### src/alarm_pkg.sv
package alarm_pkg;

  // Register bus
  localparam int ADDR_W = 8;
  localparam logic [1:0] RESP_OKAY = 2'h0;
  localparam logic [1:0] RESP_SLVERR = 2'h2;

  // Word indices (byte address = index * 4)
  localparam logic [5:0] IX_STATUS = 6'h00;
  localparam logic [5:0] IX_RESET = 6'h01;
  localparam logic [5:0] IX_LIMIT = 6'h04;
  localparam logic [5:0] IX_GATE = 6'h08;
  localparam logic [5:0] IX_FUNC = 6'h10;
  localparam logic [5:0] IX_HOURS = 6'h14;

  // Positions in the 32-entry input pool
  localparam int P_LIM = 0;
  localparam int P_Y = 4;
  localparam int P_Z = 8;
  localparam int P_D = 12;
  localparam int P_A = 16;
  localparam int P_DIN = 20;

  // Usable gate inputs per level
  localparam logic [3:0] L1_MASK = 4'h7;
  localparam logic [3:0] L2_MASK = 4'hF;

  // Timing
  localparam int unsigned CLK_PERIOD_NS = 50;
  localparam int unsigned PASS_MAX_NS = 25000000;
  localparam int unsigned PASS_MAX_CYC = PASS_MAX_NS / CLK_PERIOD_NS;
  localparam int WD_W = 20;

  typedef enum logic [2:0] {G_AND, G_OR, G_XOR, G_NAND, G_NOR, G_XNOR} gate_op_t;

  typedef enum logic [2:0] {ST_IDLE, ST_LIM, ST_Y, ST_Z, ST_D, ST_A} pass_st_t;

  typedef struct packed {
    logic [3:0] rsv;
    logic [4:0] sel3;
    logic [4:0] sel2;
    logic [4:0] sel1;
    logic [4:0] sel0;
    logic [3:0] en;
    logic rsv0;
    gate_op_t op;
  } gate_cfg_t;

  typedef struct packed {
    logic [5:0] rsv;
    logic rst_din;
    logic rst_panel;
    logic rst_state_en;
    logic [4:0] rst_sel;
    logic invert;
    logic latch;
    logic [7:0] off_dly;
    logic [7:0] on_dly;
  } func_cfg_t;

  typedef struct packed {
    logic signed [15:0] off_thr;
    logic signed [15:0] on_thr;
  } limit_cfg_t;

  typedef struct packed {
    logic [3:0][15:0] val;
  } meas_t;

  typedef struct packed {
    logic awvalid;
    logic [ADDR_W-1:0] awaddr;
    logic wvalid;
    logic [31:0] wdata;
    logic [3:0] wstrb;
    logic bready;
    logic arvalid;
    logic [ADDR_W-1:0] araddr;
    logic rready;
  } axi_req_t;

  typedef struct packed {
    logic awready;
    logic wready;
    logic bvalid;
    logic [1:0] bresp;
    logic arready;
    logic rvalid;
    logic [31:0] rdata;
    logic [1:0] rresp;
  } axi_rsp_t;

endpackage : alarm_pkg

### src/alarm_logic_evaluator.sv
`timescale 1ns/1ps

// Functional notes
// - Without alarm reset, the action drops as soon as its condition clears.
// - With alarm reset, the action latches until an explicit reset arrives.
// - Reset sources: front display, digital input, a logic state, bus command.
// - Delayed signal follows Z after switch-in or dropout delay.
// - Action state equals function output, complemented when inversion is set.
// - Two-level gate network; gates AND, OR, XOR, NAND, NOR, XNOR.
// - AND all used true, OR any true; NAND, NOR are complements.
// - XOR true only when exactly one used input is true.
// - XNOR true when used inputs are all true or all false.
// - First-level gates take up to three inputs, second-level up to four.
// - Unused gate inputs are neutral and do not affect the result.
// - ON threshold above OFF threshold makes an upper limit.
// - Upper limit sets above ON, clears below OFF, else holds.
// - Lower limit sets below ON, clears above OFF, else holds.
// - Equal thresholds behave as upper limit with zero hysteresis.
// - Hour counter advances only while its limit is true.
// - Each pass computes Y, then Z, then D, then A outputs.
// - One pass per line cycle; never more than 25 ms apart.
// - Z, D and A states used as inputs act only in the next pass.
// - Earlier first-level outputs feed later first-level gates in the pass.
module alarm_logic_evaluator #(
  parameter int unsigned PASS_MAX_CYC = alarm_pkg::PASS_MAX_CYC
) (
  input wire logic clk,
  input wire logic sys_rst,
  input wire alarm_pkg::axi_req_t s_axi_req,
  output alarm_pkg::axi_rsp_t s_axi_rsp,
  input wire alarm_pkg::meas_t meas,
  input wire logic cycle_tick,
  input wire logic panel_reset,
  input wire logic din,
  output logic [3:0] action
);

  // Gate result; no used input yields false
  function automatic logic gate_eval(input alarm_pkg::gate_cfg_t c,
                                     input logic [31:0] pool,
                                     input logic [3:0] lvl_mask);
    logic [3:0] used;
    logic [3:0] hit;
    logic [2:0] n;
    logic [2:0] m;
    logic r;
    used = c.en & lvl_mask;
    hit = used & {pool[c.sel3], pool[c.sel2], pool[c.sel1], pool[c.sel0]};
    n = {2'h0, hit[0]} + {2'h0, hit[1]} + {2'h0, hit[2]} + {2'h0, hit[3]};
    m = {2'h0, used[0]} + {2'h0, used[1]} + {2'h0, used[2]}
        + {2'h0, used[3]};
    unique case (c.op)
      alarm_pkg::G_AND: r = (n == m);
      alarm_pkg::G_OR: r = (n != 3'h0);
      alarm_pkg::G_XOR: r = (n == 3'h1);
      alarm_pkg::G_NAND: r = (n != m);
      alarm_pkg::G_NOR: r = (n == 3'h0);
      alarm_pkg::G_XNOR: r = (n == 3'h0) || (n == m);
      default: r = 1'b0;
    endcase
    gate_eval = (used != 4'h0) & r;
  endfunction : gate_eval

  function automatic logic [31:0] merge(input logic [31:0] old,
                                        input logic [31:0] data,
                                        input logic [3:0] strb);
    logic [31:0] m;
    m = {{8{strb[3]}}, {8{strb[2]}}, {8{strb[1]}}, {8{strb[0]}}};
    merge = (old & ~m) | (data & m);
  endfunction : merge

  alarm_pkg::axi_rsp_t rsp_q;
  logic aw_hold_q;
  logic w_hold_q;
  logic [alarm_pkg::ADDR_W-1:0] awaddr_q;
  logic [31:0] wdata_q;
  logic [3:0] wstrb_q;
  alarm_pkg::limit_cfg_t lim_cfg_q [4];
  alarm_pkg::gate_cfg_t gate_q [8];
  alarm_pkg::func_cfg_t func_q [4];
  logic [31:0] hours_q [4];
  logic [2:0] sync1_q;
  logic [2:0] sync2_q;
  logic [2:0] sync3_q;
  alarm_pkg::pass_st_t st_q;
  logic [1:0] idx_q;
  logic [alarm_pkg::WD_W-1:0] wd_q;
  logic [3:0] lim_q;
  logic [3:0] y_q;
  logic [3:0] z_q;
  logic [3:0] d_q;
  logic [3:0] a_q;
  logic [3:0] act_q;
  logic [15:0] snap_q;
  logic [7:0] cnt_q [4];
  logic [3:0] rst_pend_q;

  // Bus handshakes
  wire aw_take = s_axi_req.awvalid & rsp_q.awready;
  wire w_take = s_axi_req.wvalid & rsp_q.wready;
  wire b_done = rsp_q.bvalid & s_axi_req.bready;
  wire ar_take = s_axi_req.arvalid & rsp_q.arready;
  wire r_done = rsp_q.rvalid & s_axi_req.rready;
  wire wr_fire = aw_hold_q & w_hold_q & ~rsp_q.bvalid;
  wire aw_hold_d = aw_take | (aw_hold_q & ~wr_fire);
  wire w_hold_d = w_take | (w_hold_q & ~wr_fire);
  wire bvalid_d = wr_fire | (rsp_q.bvalid & ~b_done);
  wire rvalid_d = ar_take | (rsp_q.rvalid & ~r_done);

  // Write decode
  wire [5:0] widx = awaddr_q[7:2];
  wire wr_stat = (widx == alarm_pkg::IX_STATUS);
  wire wr_rst = (widx == alarm_pkg::IX_RESET);
  wire wr_lim = (widx[5:2] == alarm_pkg::IX_LIMIT[5:2]);
  wire wr_gate = (widx[5:3] == alarm_pkg::IX_GATE[5:3]);
  wire wr_func = (widx[5:2] == alarm_pkg::IX_FUNC[5:2]);
  wire wr_hours = (widx[5:2] == alarm_pkg::IX_HOURS[5:2]);
  wire wr_ok = wr_stat | wr_rst | wr_lim | wr_gate | wr_func | wr_hours;
  wire [3:0] bus_rst = (wr_fire & wr_rst & wstrb_q[0]) ? wdata_q[3:0] : 4'h0;

  // Read decode
  wire [5:0] ridx = s_axi_req.araddr[7:2];
  wire rd_stat = (ridx == alarm_pkg::IX_STATUS);
  wire rd_rst = (ridx == alarm_pkg::IX_RESET);
  wire rd_lim = (ridx[5:2] == alarm_pkg::IX_LIMIT[5:2]);
  wire rd_gate = (ridx[5:3] == alarm_pkg::IX_GATE[5:3]);
  wire rd_func = (ridx[5:2] == alarm_pkg::IX_FUNC[5:2]);
  wire rd_hours = (ridx[5:2] == alarm_pkg::IX_HOURS[5:2]);
  wire rd_ok = rd_stat | rd_rst | rd_lim | rd_gate | rd_func | rd_hours;
  wire [31:0] status_w = {8'h00, act_q, a_q, d_q, z_q, y_q, lim_q};
  wire [31:0] rd_data = rd_stat ? status_w
                      : rd_lim ? lim_cfg_q[ridx[1:0]]
                      : rd_gate ? gate_q[ridx[2:0]]
                      : rd_func ? func_q[ridx[1:0]]
                      : rd_hours ? hours_q[ridx[1:0]]
                      : 32'h0000_0000;

  // Pin events after two-flop synchronisers: 0 tick, 1 panel, 2 din
  wire tick_edge = sync2_q[0] & ~sync3_q[0];
  wire panel_edge = sync2_q[1] & ~sync3_q[1];
  wire din_edge = sync2_q[2] & ~sync3_q[2];
  wire din_lvl = sync2_q[2];

  // Live pool: limits and Y of this pass, other states from the pass start
  wire [31:0] pool_live = {11'h000, din_lvl, snap_q[15:4], y_q, lim_q};
  wire [31:0] pool_prev = {11'h000, din_lvl, snap_q, lim_q};
  wire y_new = gate_eval(gate_q[{1'b0, idx_q}], pool_live,
                         alarm_pkg::L1_MASK);
  wire wd_due = ({{(32 - alarm_pkg::WD_W){1'b0}}, wd_q} >= PASS_MAX_CYC - 1);
  wire pass_go = (st_q == alarm_pkg::ST_IDLE) & (tick_edge | wd_due);

  logic [3:0] z_d;
  logic [3:0] upper_w;
  logic [3:0] rst_take;
  logic [3:0] a_d;
  logic [3:0] inv_w;
  logic [3:0] latch_w;
  logic [3:0] rst_set;

  always_comb begin
    for (int i = 0; i < 4; i++) begin
      z_d[i] = gate_eval(gate_q[4 + i], pool_live, alarm_pkg::L2_MASK);
      upper_w[i] = (lim_cfg_q[i].on_thr >= lim_cfg_q[i].off_thr);
      rst_take[i] = rst_pend_q[i] | (func_q[i].rst_state_en
                    & pool_prev[func_q[i].rst_sel]);
      latch_w[i] = func_q[i].latch;
      inv_w[i] = func_q[i].invert;
      a_d[i] = latch_w[i] ? (d_q[i] | (a_q[i] & ~rst_take[i]))
                          : d_q[i];
      rst_set[i] = bus_rst[i] | (panel_edge & func_q[i].rst_panel)
                   | (din_edge & func_q[i].rst_din);
    end
  end

  assign s_axi_rsp = rsp_q;
  assign action = act_q;

  // Bus slave
  always_ff @(posedge clk) begin
    if (sys_rst) begin
      rsp_q <= '0;
      aw_hold_q <= 1'b0;
      w_hold_q <= 1'b0;
      awaddr_q <= '0;
      wdata_q <= 32'h0000_0000;
      wstrb_q <= 4'h0;
    end else begin
      aw_hold_q <= aw_hold_d;
      w_hold_q <= w_hold_d;
      if (aw_take) awaddr_q <= s_axi_req.awaddr;
      if (w_take) begin
        wdata_q <= s_axi_req.wdata;
        wstrb_q <= s_axi_req.wstrb;
      end
      rsp_q.awready <= ~aw_hold_d & ~bvalid_d;
      rsp_q.wready <= ~w_hold_d & ~bvalid_d;
      rsp_q.bvalid <= bvalid_d;
      if (wr_fire) rsp_q.bresp <= wr_ok ? alarm_pkg::RESP_OKAY
                                        : alarm_pkg::RESP_SLVERR;
      rsp_q.arready <= ~rvalid_d;
      rsp_q.rvalid <= rvalid_d;
      if (ar_take) begin
        rsp_q.rdata <= rd_ok ? rd_data : 32'h0000_0000;
        rsp_q.rresp <= rd_ok ? alarm_pkg::RESP_OKAY : alarm_pkg::RESP_SLVERR;
      end
    end
  end

  // Configuration registers
  always_ff @(posedge clk) begin
    if (sys_rst) begin
      for (int i = 0; i < 4; i++) begin
        lim_cfg_q[i] <= '0;
        func_q[i] <= '0;
      end
      for (int i = 0; i < 8; i++) gate_q[i] <= '0;
    end else if (wr_fire) begin
      for (int i = 0; i < 4; i++) begin
        if (wr_lim && widx[1:0] == 2'(i))
          lim_cfg_q[i] <= merge(lim_cfg_q[i], wdata_q, wstrb_q);
        if (wr_func && widx[1:0] == 2'(i))
          func_q[i] <= merge(func_q[i], wdata_q, wstrb_q);
      end
      for (int i = 0; i < 8; i++) begin
        if (wr_gate && widx[2:0] == 3'(i))
          gate_q[i] <= merge(gate_q[i], wdata_q, wstrb_q);
      end
    end
  end

  // Synchronisers; the first stage feeds only the second
  always_ff @(posedge clk) begin
    if (sys_rst) begin
      sync1_q <= 3'h0;
      sync2_q <= 3'h0;
      sync3_q <= 3'h0;
    end else begin
      sync1_q <= {din, panel_reset, cycle_tick};
      sync2_q <= sync1_q;
      sync3_q <= sync2_q;
    end
  end

  // Pass sequencer; a tick arriving mid-pass is absorbed by that pass
  always_ff @(posedge clk) begin
    if (sys_rst) begin
      st_q <= alarm_pkg::ST_IDLE;
      idx_q <= 2'h0;
      wd_q <= '0;
    end else begin
      wd_q <= pass_go ? '0 : wd_q + alarm_pkg::WD_W'(1);
      unique case (st_q)
        alarm_pkg::ST_IDLE: if (pass_go) st_q <= alarm_pkg::ST_LIM;
        alarm_pkg::ST_LIM: begin
          st_q <= alarm_pkg::ST_Y;
          idx_q <= 2'h0;
        end
        alarm_pkg::ST_Y: begin
          idx_q <= idx_q + 2'h1;
          if (idx_q == 2'h3) st_q <= alarm_pkg::ST_Z;
        end
        alarm_pkg::ST_Z: st_q <= alarm_pkg::ST_D;
        alarm_pkg::ST_D: st_q <= alarm_pkg::ST_A;
        alarm_pkg::ST_A: st_q <= alarm_pkg::ST_IDLE;
      endcase
    end
  end

  // Limits and hour counters
  always_ff @(posedge clk) begin
    if (sys_rst) begin
      lim_q <= 4'h0;
      for (int i = 0; i < 4; i++) hours_q[i] <= 32'h0000_0000;
    end else begin
      for (int i = 0; i < 4; i++) begin
        if (st_q == alarm_pkg::ST_LIM) begin
          if (upper_w[i]) begin
            if ($signed(meas.val[i]) > lim_cfg_q[i].on_thr)
              lim_q[i] <= 1'b1;
            else if ($signed(meas.val[i]) < lim_cfg_q[i].off_thr)
              lim_q[i] <= 1'b0;
          end else begin
            if ($signed(meas.val[i]) < lim_cfg_q[i].on_thr)
              lim_q[i] <= 1'b1;
            else if ($signed(meas.val[i]) > lim_cfg_q[i].off_thr)
              lim_q[i] <= 1'b0;
          end
        end
        if (st_q == alarm_pkg::ST_Z && lim_q[i])
          hours_q[i] <= hours_q[i] + 32'h0000_0001;
      end
    end
  end

  // Logic states
  always_ff @(posedge clk) begin
    if (sys_rst) begin
      y_q <= 4'h0;
      z_q <= 4'h0;
      d_q <= 4'h0;
      a_q <= 4'h0;
      act_q <= 4'h0;
      snap_q <= 16'h0000;
      rst_pend_q <= 4'h0;
      for (int i = 0; i < 4; i++) cnt_q[i] <= 8'h00;
    end else begin
      if (st_q == alarm_pkg::ST_LIM) snap_q <= {a_q, d_q, z_q, y_q};
      if (st_q == alarm_pkg::ST_Y) y_q[idx_q] <= y_new;
      if (st_q == alarm_pkg::ST_Z) z_q <= z_d;
      for (int i = 0; i < 4; i++) begin
        if (st_q == alarm_pkg::ST_D) begin
          if (z_q[i] == d_q[i]) begin
            cnt_q[i] <= 8'h00;
          end else if (cnt_q[i] >= (z_q[i] ? func_q[i].on_dly
                                           : func_q[i].off_dly)) begin
            d_q[i] <= z_q[i];
            cnt_q[i] <= 8'h00;
          end else begin
            cnt_q[i] <= cnt_q[i] + 8'h01;
          end
        end
      end
      if (st_q == alarm_pkg::ST_A) begin
        a_q <= a_d;
        act_q <= a_d ^ inv_w;
      end
      // A new request in the consuming cycle survives
      rst_pend_q <= rst_set
                    | (rst_pend_q & {4{st_q != alarm_pkg::ST_A}});
    end
  end
endmodule : alarm_logic_evaluator

### config.mk
export PLATFORM = sky130hd
export DESIGN_NAME = alarm_logic_evaluator
export DESIGN_NICKNAME = d
export VERILOG_FILES = /design/src/alarm_pkg.sv /design/src/alarm_logic_evaluator.sv
export SDC_FILE = /design/constraint.sdc
export NUM_CORES = 2
export LEC_CHECK = 0
export BUFFER_PORTS_ARGS = -buffer_cell sky130_fd_sc_hd__buf_4
export CORE_ASPECT_RATIO = 1.2
export CORE_UTILIZATION = 40
export DETAILED_ROUTE_END_ITERATION = 16
export SYNTH_ARGS = -nofsm -noshare
export SYNTH_HDL_FRONTEND = slang
export SYNTH_SLANG_ARGS = --single-unit
### constraint.sdc
create_clock -name clk -period 3.8 [get_ports clk]
set_input_delay 0.19 -clock clk [delete_from_list [all_inputs] [get_ports clk]]
set_output_delay 0.19 -clock clk [all_outputs]
set_load 0.02 [all_outputs]
# == After elaboration in Yosys (flattened, before gate mapping) ==
# Memories as Yosys holds them, arrays and structs flattened. A register that Yosys moved wholly into a read port is not among the register bits.
# Cells that the tools add are included.
# W data, S select, Z words.
# classes
n_mux,265
n_reduce_logical,66
eq_ne,77
bitwise_logic,164
n_lt_le_gt_ge,51
add_sub_neg,39
# op_table
cell,count
$mux W32,26
$and A32 B32 Y32,17
$or A32 B32 Y32,16
$mux W1,183
$lt A5 B6 Y1 const B,24
$add A32 B1 Y32 const B,4
$gt A16 B16 Y1,8
$lt A16 B16 Y1,8
$mux W8,16
$bmux W1 S5,24
$ge A16 B16 Y1,4
$or A1 B1 Y1,63
$eq A3 B3 Y1 const B,16
$eq A3 B1 Y1 const B,14
$eq A3 B2 Y1 const B,14
$and A1 B1 Y1,40
$logic_not A3 Y1,12
$add A8 B1 Y8 const B,4
$ge A8 B8 Y1,4
$not A32 Y32,1
$add A2 B1 Y3,10
$pmux W1 S6,5
$add A3 B1 Y3,9
$reduce_bool A3 Y1,9
other kinds (38),131
# totals
n_memories,5
out_inout_bits,45
in_bits,126
ram_bits,672
register_bits,165
word_cells,700
# memory_table
memory,depth,width,read_ports,rd_ports_with_merged_regs,wr,line_no,text
gate_q,8,32,10,1,8,alarm_logic_evaluator.sv:79,alarm_pkg::gate_cfg_t gate_q [8];
func_q,4,32,5,0,4,alarm_logic_evaluator.sv:80,alarm_pkg::func_cfg_t func_q [4];
hours_q,4,32,5,0,4,alarm_logic_evaluator.sv:81,logic [31:0] hours_q [4];
lim_cfg_q,4,32,5,0,4,alarm_logic_evaluator.sv:78,alarm_pkg::limit_cfg_t lim_cfg_q [4];
cnt_q,4,8,4,0,4,alarm_logic_evaluator.sv:95,logic [7:0] cnt_q [4];

# == Depth between registers and ports, before layout ==
# logic_depth
word_depth,11
ltp_mapped,18
mapped_depth_nobuf,17

# == Least setup slack after synthesis ==
# Ideal clock, no wire load.
# synth_timing
path_kind,register to register
from,memory gate_q[6][13] (netlist bit)
to,register z_q[2]
required_time_ps,3730
path_stages_with_launch,18
arrival_ps,3893
setup_ps,70
n_path_buf,1
path_slack_ps,-164
synth_period_minus_slack_ps,3964
cell_sequence,edfxtp_1 clkbuf_1 mux4_2 mux4_2 mux2_2 nand2_1 fa_1 inv_1 ha_1 ha_1 xnor2_1 nand3_1 mux2i_1 nor2_1 a211oi_1 a21oi_1 a211o_1 a21oi_1
# synth_rtl
element,line_no,text
"start, declared",alarm_logic_evaluator.sv:79,
"end signal, assigned",alarm_logic_evaluator.sv:309,if (st_q == alarm_pkg::ST_Z) z_q <= z_d;
"end, declared",alarm_logic_evaluator.sv:90,logic [3:0] z_q;

==> results.rst <==
.. list-table::
   :header-rows: 1

   * - Metric
     - Value
   * - Kind of start point of the critical path
     - register
   * - Kind of end point of the critical path
     - register
   * - Clock transition at the register clock pins on the worst setup and hold paths after CTS
     - 0.07 ns
   * - Die span in x
     - 333.9 µm
   * - Number of placed I/O pins
     - approximately 170
   * - Cell total after placement
     - ~6,600
   * - Most area-hungry cell type in the Yosys netlist
     - edfxtp_1
   * - Total wire length
     - 193.3 mm
   * - Combined flip-flop and latch cell area
     - 23,470 µm²
   * - Via count
     - 42,200
   * - Max Clk Rate
     - 0.2552 GHz
   * - Worst setup margin
     - -0.1192 ns
   * - Worst reg2reg path endpoint
     - z_q[2]$_SDFFE_PP0N_
   * - Mean cell area of the mapped netlist
     - around 11 µm²
   * - Via count of the first global-routing pass
     - 40,970
   * - CTS root buf
     - clkbuf_16
   * - Antenna viol nets, final
     - 0
   * - Starting DRC count in detailed routing
     - 4,616
   * - Area overhead of the layout relative to synthesis
     - 15.53%
   * - Failing checks
     - negative setup slack
   * - Final critical path time including I/O delays and setup
     - approximately 3.9 ns
   * - Worst slack on hold paths
     - 0.04994 ns
   * - Fin crit share
     - 103.1%
   * - Share of final-layout standard cells stronger than drive strength 1
     - around 19%
   * - Required time of the critical path
     - 4.35 ns
   * - Max-Cap Viols
     - 0
   * - Top cells by instance count after synthesis
     - 672 x edfxtp_1, 552 x a21oi_1, 399 x nand2b_1
   * - Area of the die
     - 133,600 µm²
   * - Final TNS setup
     - -0.4027 ns
   * - Pin count of the biggest net entering global routing
     - between 100 and 150
   * - #FFs+latches synth
     - 835
   * - CTS tree
     - yes
   * - RSZ-0062 raised after global routing
     - yes
   * - Area of placed instances
     - 56,990 µm²
   * - Number of nets in the layout
     - 5,462
   * - Share of async-settable or async-resettable flops after synthesis
     - 0%
   * - Library cells used by synthesis
     - 76
   * - FF-to-FF setup slack
     - -0.12 ns
   * - Top-area cell type share of the netlist area
     - 38.18%
   * - Final cell count without fillers
     - 6,841
   * - Static leakage power
     - 0.02272 µW
   * - Count of cells along the worst register-to-register path
     - 17
   * - Sum of overflow across all layers after global routing
     - 0
   * - Post-layout util
     - about 47%
   * - Count of filler cells inserted in the layout
     - 11,960
   * - Setup CP Type
     - register to register
   * - Average vias per placed instance
     - 6.169
   * - Run status
     - complete, but fails checks
   * - Max-slew violation count
     - 0
   * - FF-to-FF Start
     - gate_q[6][13]$_SDFFCE_PP0P_
   * - Hold crit path type
     - primary input to register
   * - Row Count
     - 145
   * - H-Tree Level Count
     - 3
   * - Most common cell in the netlist
     - edfxtp_1
   * - Wire length of the first global-routing pass
     - between 200 and 300 mm
   * - Initial standard-cell utilization of the core
     - 40.47%
   * - Number of port buffers
     - between 150 and 200
   * - Multi-input combinational cell area
     - 27,460 µm²
   * - Synth Cell Area
     - 52,860 µm²
   * - Detailed-routing iteration count for the pre-antenna-repair pass
     - 6
   * - Total GRT Usage
     - 28.52%
   * - Residual DRC count
     - 0
   * - Final std cell area, no fill
     - 61,070 µm²
   * - Final count of negative-setup-slack endpoints
     - 8
   * - Routability-driven placement congestion ratio
     - 0.9507
   * - Power per Cell Area
     - 371.1 nW/µm²
   * - Area of the placeable core
     - between 100,000 and 150,000 µm²
   * - Arrival time at the worst endpoint
     - 4.47 ns
   * - Clock sink total
     - 835
   * - Total CTS buffers
     - 92
   * - Worst-margin pin slew
     - 1.203 ns
   * - Top cells by area in the synthesized netlist
     - edfxtp_1 38%, mux4_2 13%, dfxtp_1 6.2%
   * - Clock latency at the later pin of the worst-skew pair
     - between 0.7 and 0.8 ns
   * - Beginning of the worst hold path
     - sys_rst
   * - Crit-path max FO
     - 5
   * - Peak VDD IR
     - between 0.3 and 0.4 mV
   * - Vert. Die Dim
     - 400.2 µm
   * - Initial antenna violation count
     - 13
   * - EDFF count, synth
     - 672
   * - Bufs on Longest Clock Path
     - 3
   * - Final hold vios
     - 0
   * - Average wire length per cell after detail routing
     - about 28 µm
   * - Half-perimeter wire length of the detailed placement result
     - 136.4 mm
   * - Cell count after synthesis
     - 4,847
   * - Share of the yosys chip area belonging to registers
     - 44.35%
   * - Number of warning messages in the yosys log
     - 0
   * - Worst-case headroom to the max-slew limit
     - 19.58%
   * - Primary FF master, synth
     - edfxtp_1
   * - CP Capture Point
     - z_q[2]$_SDFFE_PP0N_
   * - Crit path launch
     - gate_q[6][13]$_SDFFCE_PP0P_
   * - Setup skew after layout
     - 0.07982 ns
==> per-layer routing <==
metal	track usage, %	routed length [µm]	share of wire, %	vias to the layer above
met5	0	32	0.017	-
met4	16.42	12210	6.3	6
met3	5.213	17490	9.0	391
met2	44.54	89140	46	2124
met1	37.06	74440	39	21250
li1	-	-	-	18420
==> flip-flops by register name, summed over array words and instances (netlist names), 6 cells and up, named ones only <==
register / cells
hours_q: 128
wd_q: 20
s_axi_rsp: 39
gate_q: 256
wdata_q: 32
lim_cfg_q: 128
cnt_q: 32
snap_q: 16
awaddr_q: 6
func_q: 128
==> how the worst min path moves through the flow <==
| stage | endpoint | slack [ns] | cells past startpoint |
|---|---|---|---|
| finish | s_axi_rsp[4]$_SDFFE_PP0P_ | 0.05 | 2 |
| global route | s_axi_rsp[7]$_SDFFE_PP0P_ | 0.06 | 2 |
| CTS | sync3_q[2]$_SDFF_PP0_ | 0.03 | 2 |
| detailed placement | sync1_q[2]$_SDFF_PP0_ | 0.41 | 2 |
| global placement | sync1_q[1]$_SDFF_PP0_ | 0.41 | 2 |
| floorplan | sync1_q[0]$_SDFF_PP0_ | 0.32 | 1 |
==> cells by family after synthesis <==
logic type / count (synthesis) / share of synthesized area, %
AO/OA/AOI/OAI: 1004 / 10.83
other: 1 / 0.007094
buffers and inverters: 557 / 4.164
adder cells (fa/ha/maj): 267 / 6.462
AND/OR/NAND/NOR: 1571 / 15.44
multiplexers: 441 / 15.91
flip-flops: 835 / 44.35
XOR/XNOR: 171 / 2.833
==> power breakdown <==
part	internal [µW]	switching, µW	total [µW]
Sequential	10200	403	10600
Combinational	1090	1460	2550
Clock	5350	4180	9530
==> repair_timing <==
| action | 4_1_cts | 5_1_grt |
|---|---|---|
| pin swaps | 22 | 16 |
| hold buffers | 52 | 0 |
| hold endpoints to repair | 52 | 0 |
| endpoints found under the setup margin | 8 | 8 |
| setup buffers | 14 | 4 |
| resized for setup | 40 | 19 |
==> layout make-up <==
type / instances / share of cell area, %
Timing Repair Buffer: 493 / 6.761
Tap cell: 1690 / 3.463
Clock inverter: 44 / 0.8503
Sequential cell: 835 / 38.43
Inverter: 191 / 1.174
Clock buffer: 128 / 4.333
Multi-Input combinational cell: 3456 / 44.97
Antenna cell: 4 / 0.01639
==> through the flow <==
step           setup slack [ns]  total power (µW)
2_1_floorplan          0.003827             12130
3_3_place_gp            -0.2983             13130
3_5_place_dp            -0.2810             13180
4_1_cts                 -0.1352             22710
5_1_grt                 -0.3491             23300
6_report                -0.1192             22660
==> critical path: stages (launching register included) <==
cell and delay, ns:
edfxtp_1 0.50, mux4_2 0.53, mux4_2 0.48, mux2_4 0.30
nand2_2 0.07, fa_1 0.41, inv_1 0.08, ha_2 0.19
ha_4 0.22, buf_6 0.12, nor3_4 0.18, buf_4 0.13
mux2i_1 0.05, nor2_1 0.12, a211oi_2 0.05, a21oi_1 0.13
a211o_1 0.12, a21oi_2 0.05
==> cells in the final DEF, fill, tap and decap left out, types with 19 or more instances in the layout <==
cell type,synthesis,routed
nand4_1,57,57
nor2b_1,62,58
mux4_2,311,311
dlygate4sd3_1,0,52
mux2i_1,105,104
a21oi_1,552,551
a21o_1,43,43
o21ai_0,208,203
dfxtp_1,163,151
nor3_1,29,26
inv_1,191,191
ha_1,257,249
buf_12,0,20
clkbuf_16,0,97
a22oi_1,49,48
clkbuf_1,312,19
nand3_1,113,111
nor2_1,334,332
buf_4,5,410
xnor2_1,71,69
nand2_1,307,302
clkinv_2,0,22
edfxtp_1,672,672
a221oi_1,24,24
xor2_1,100,99
and3_1,171,171
nand2b_1,399,399
Power figures use the tool's default switching activity.
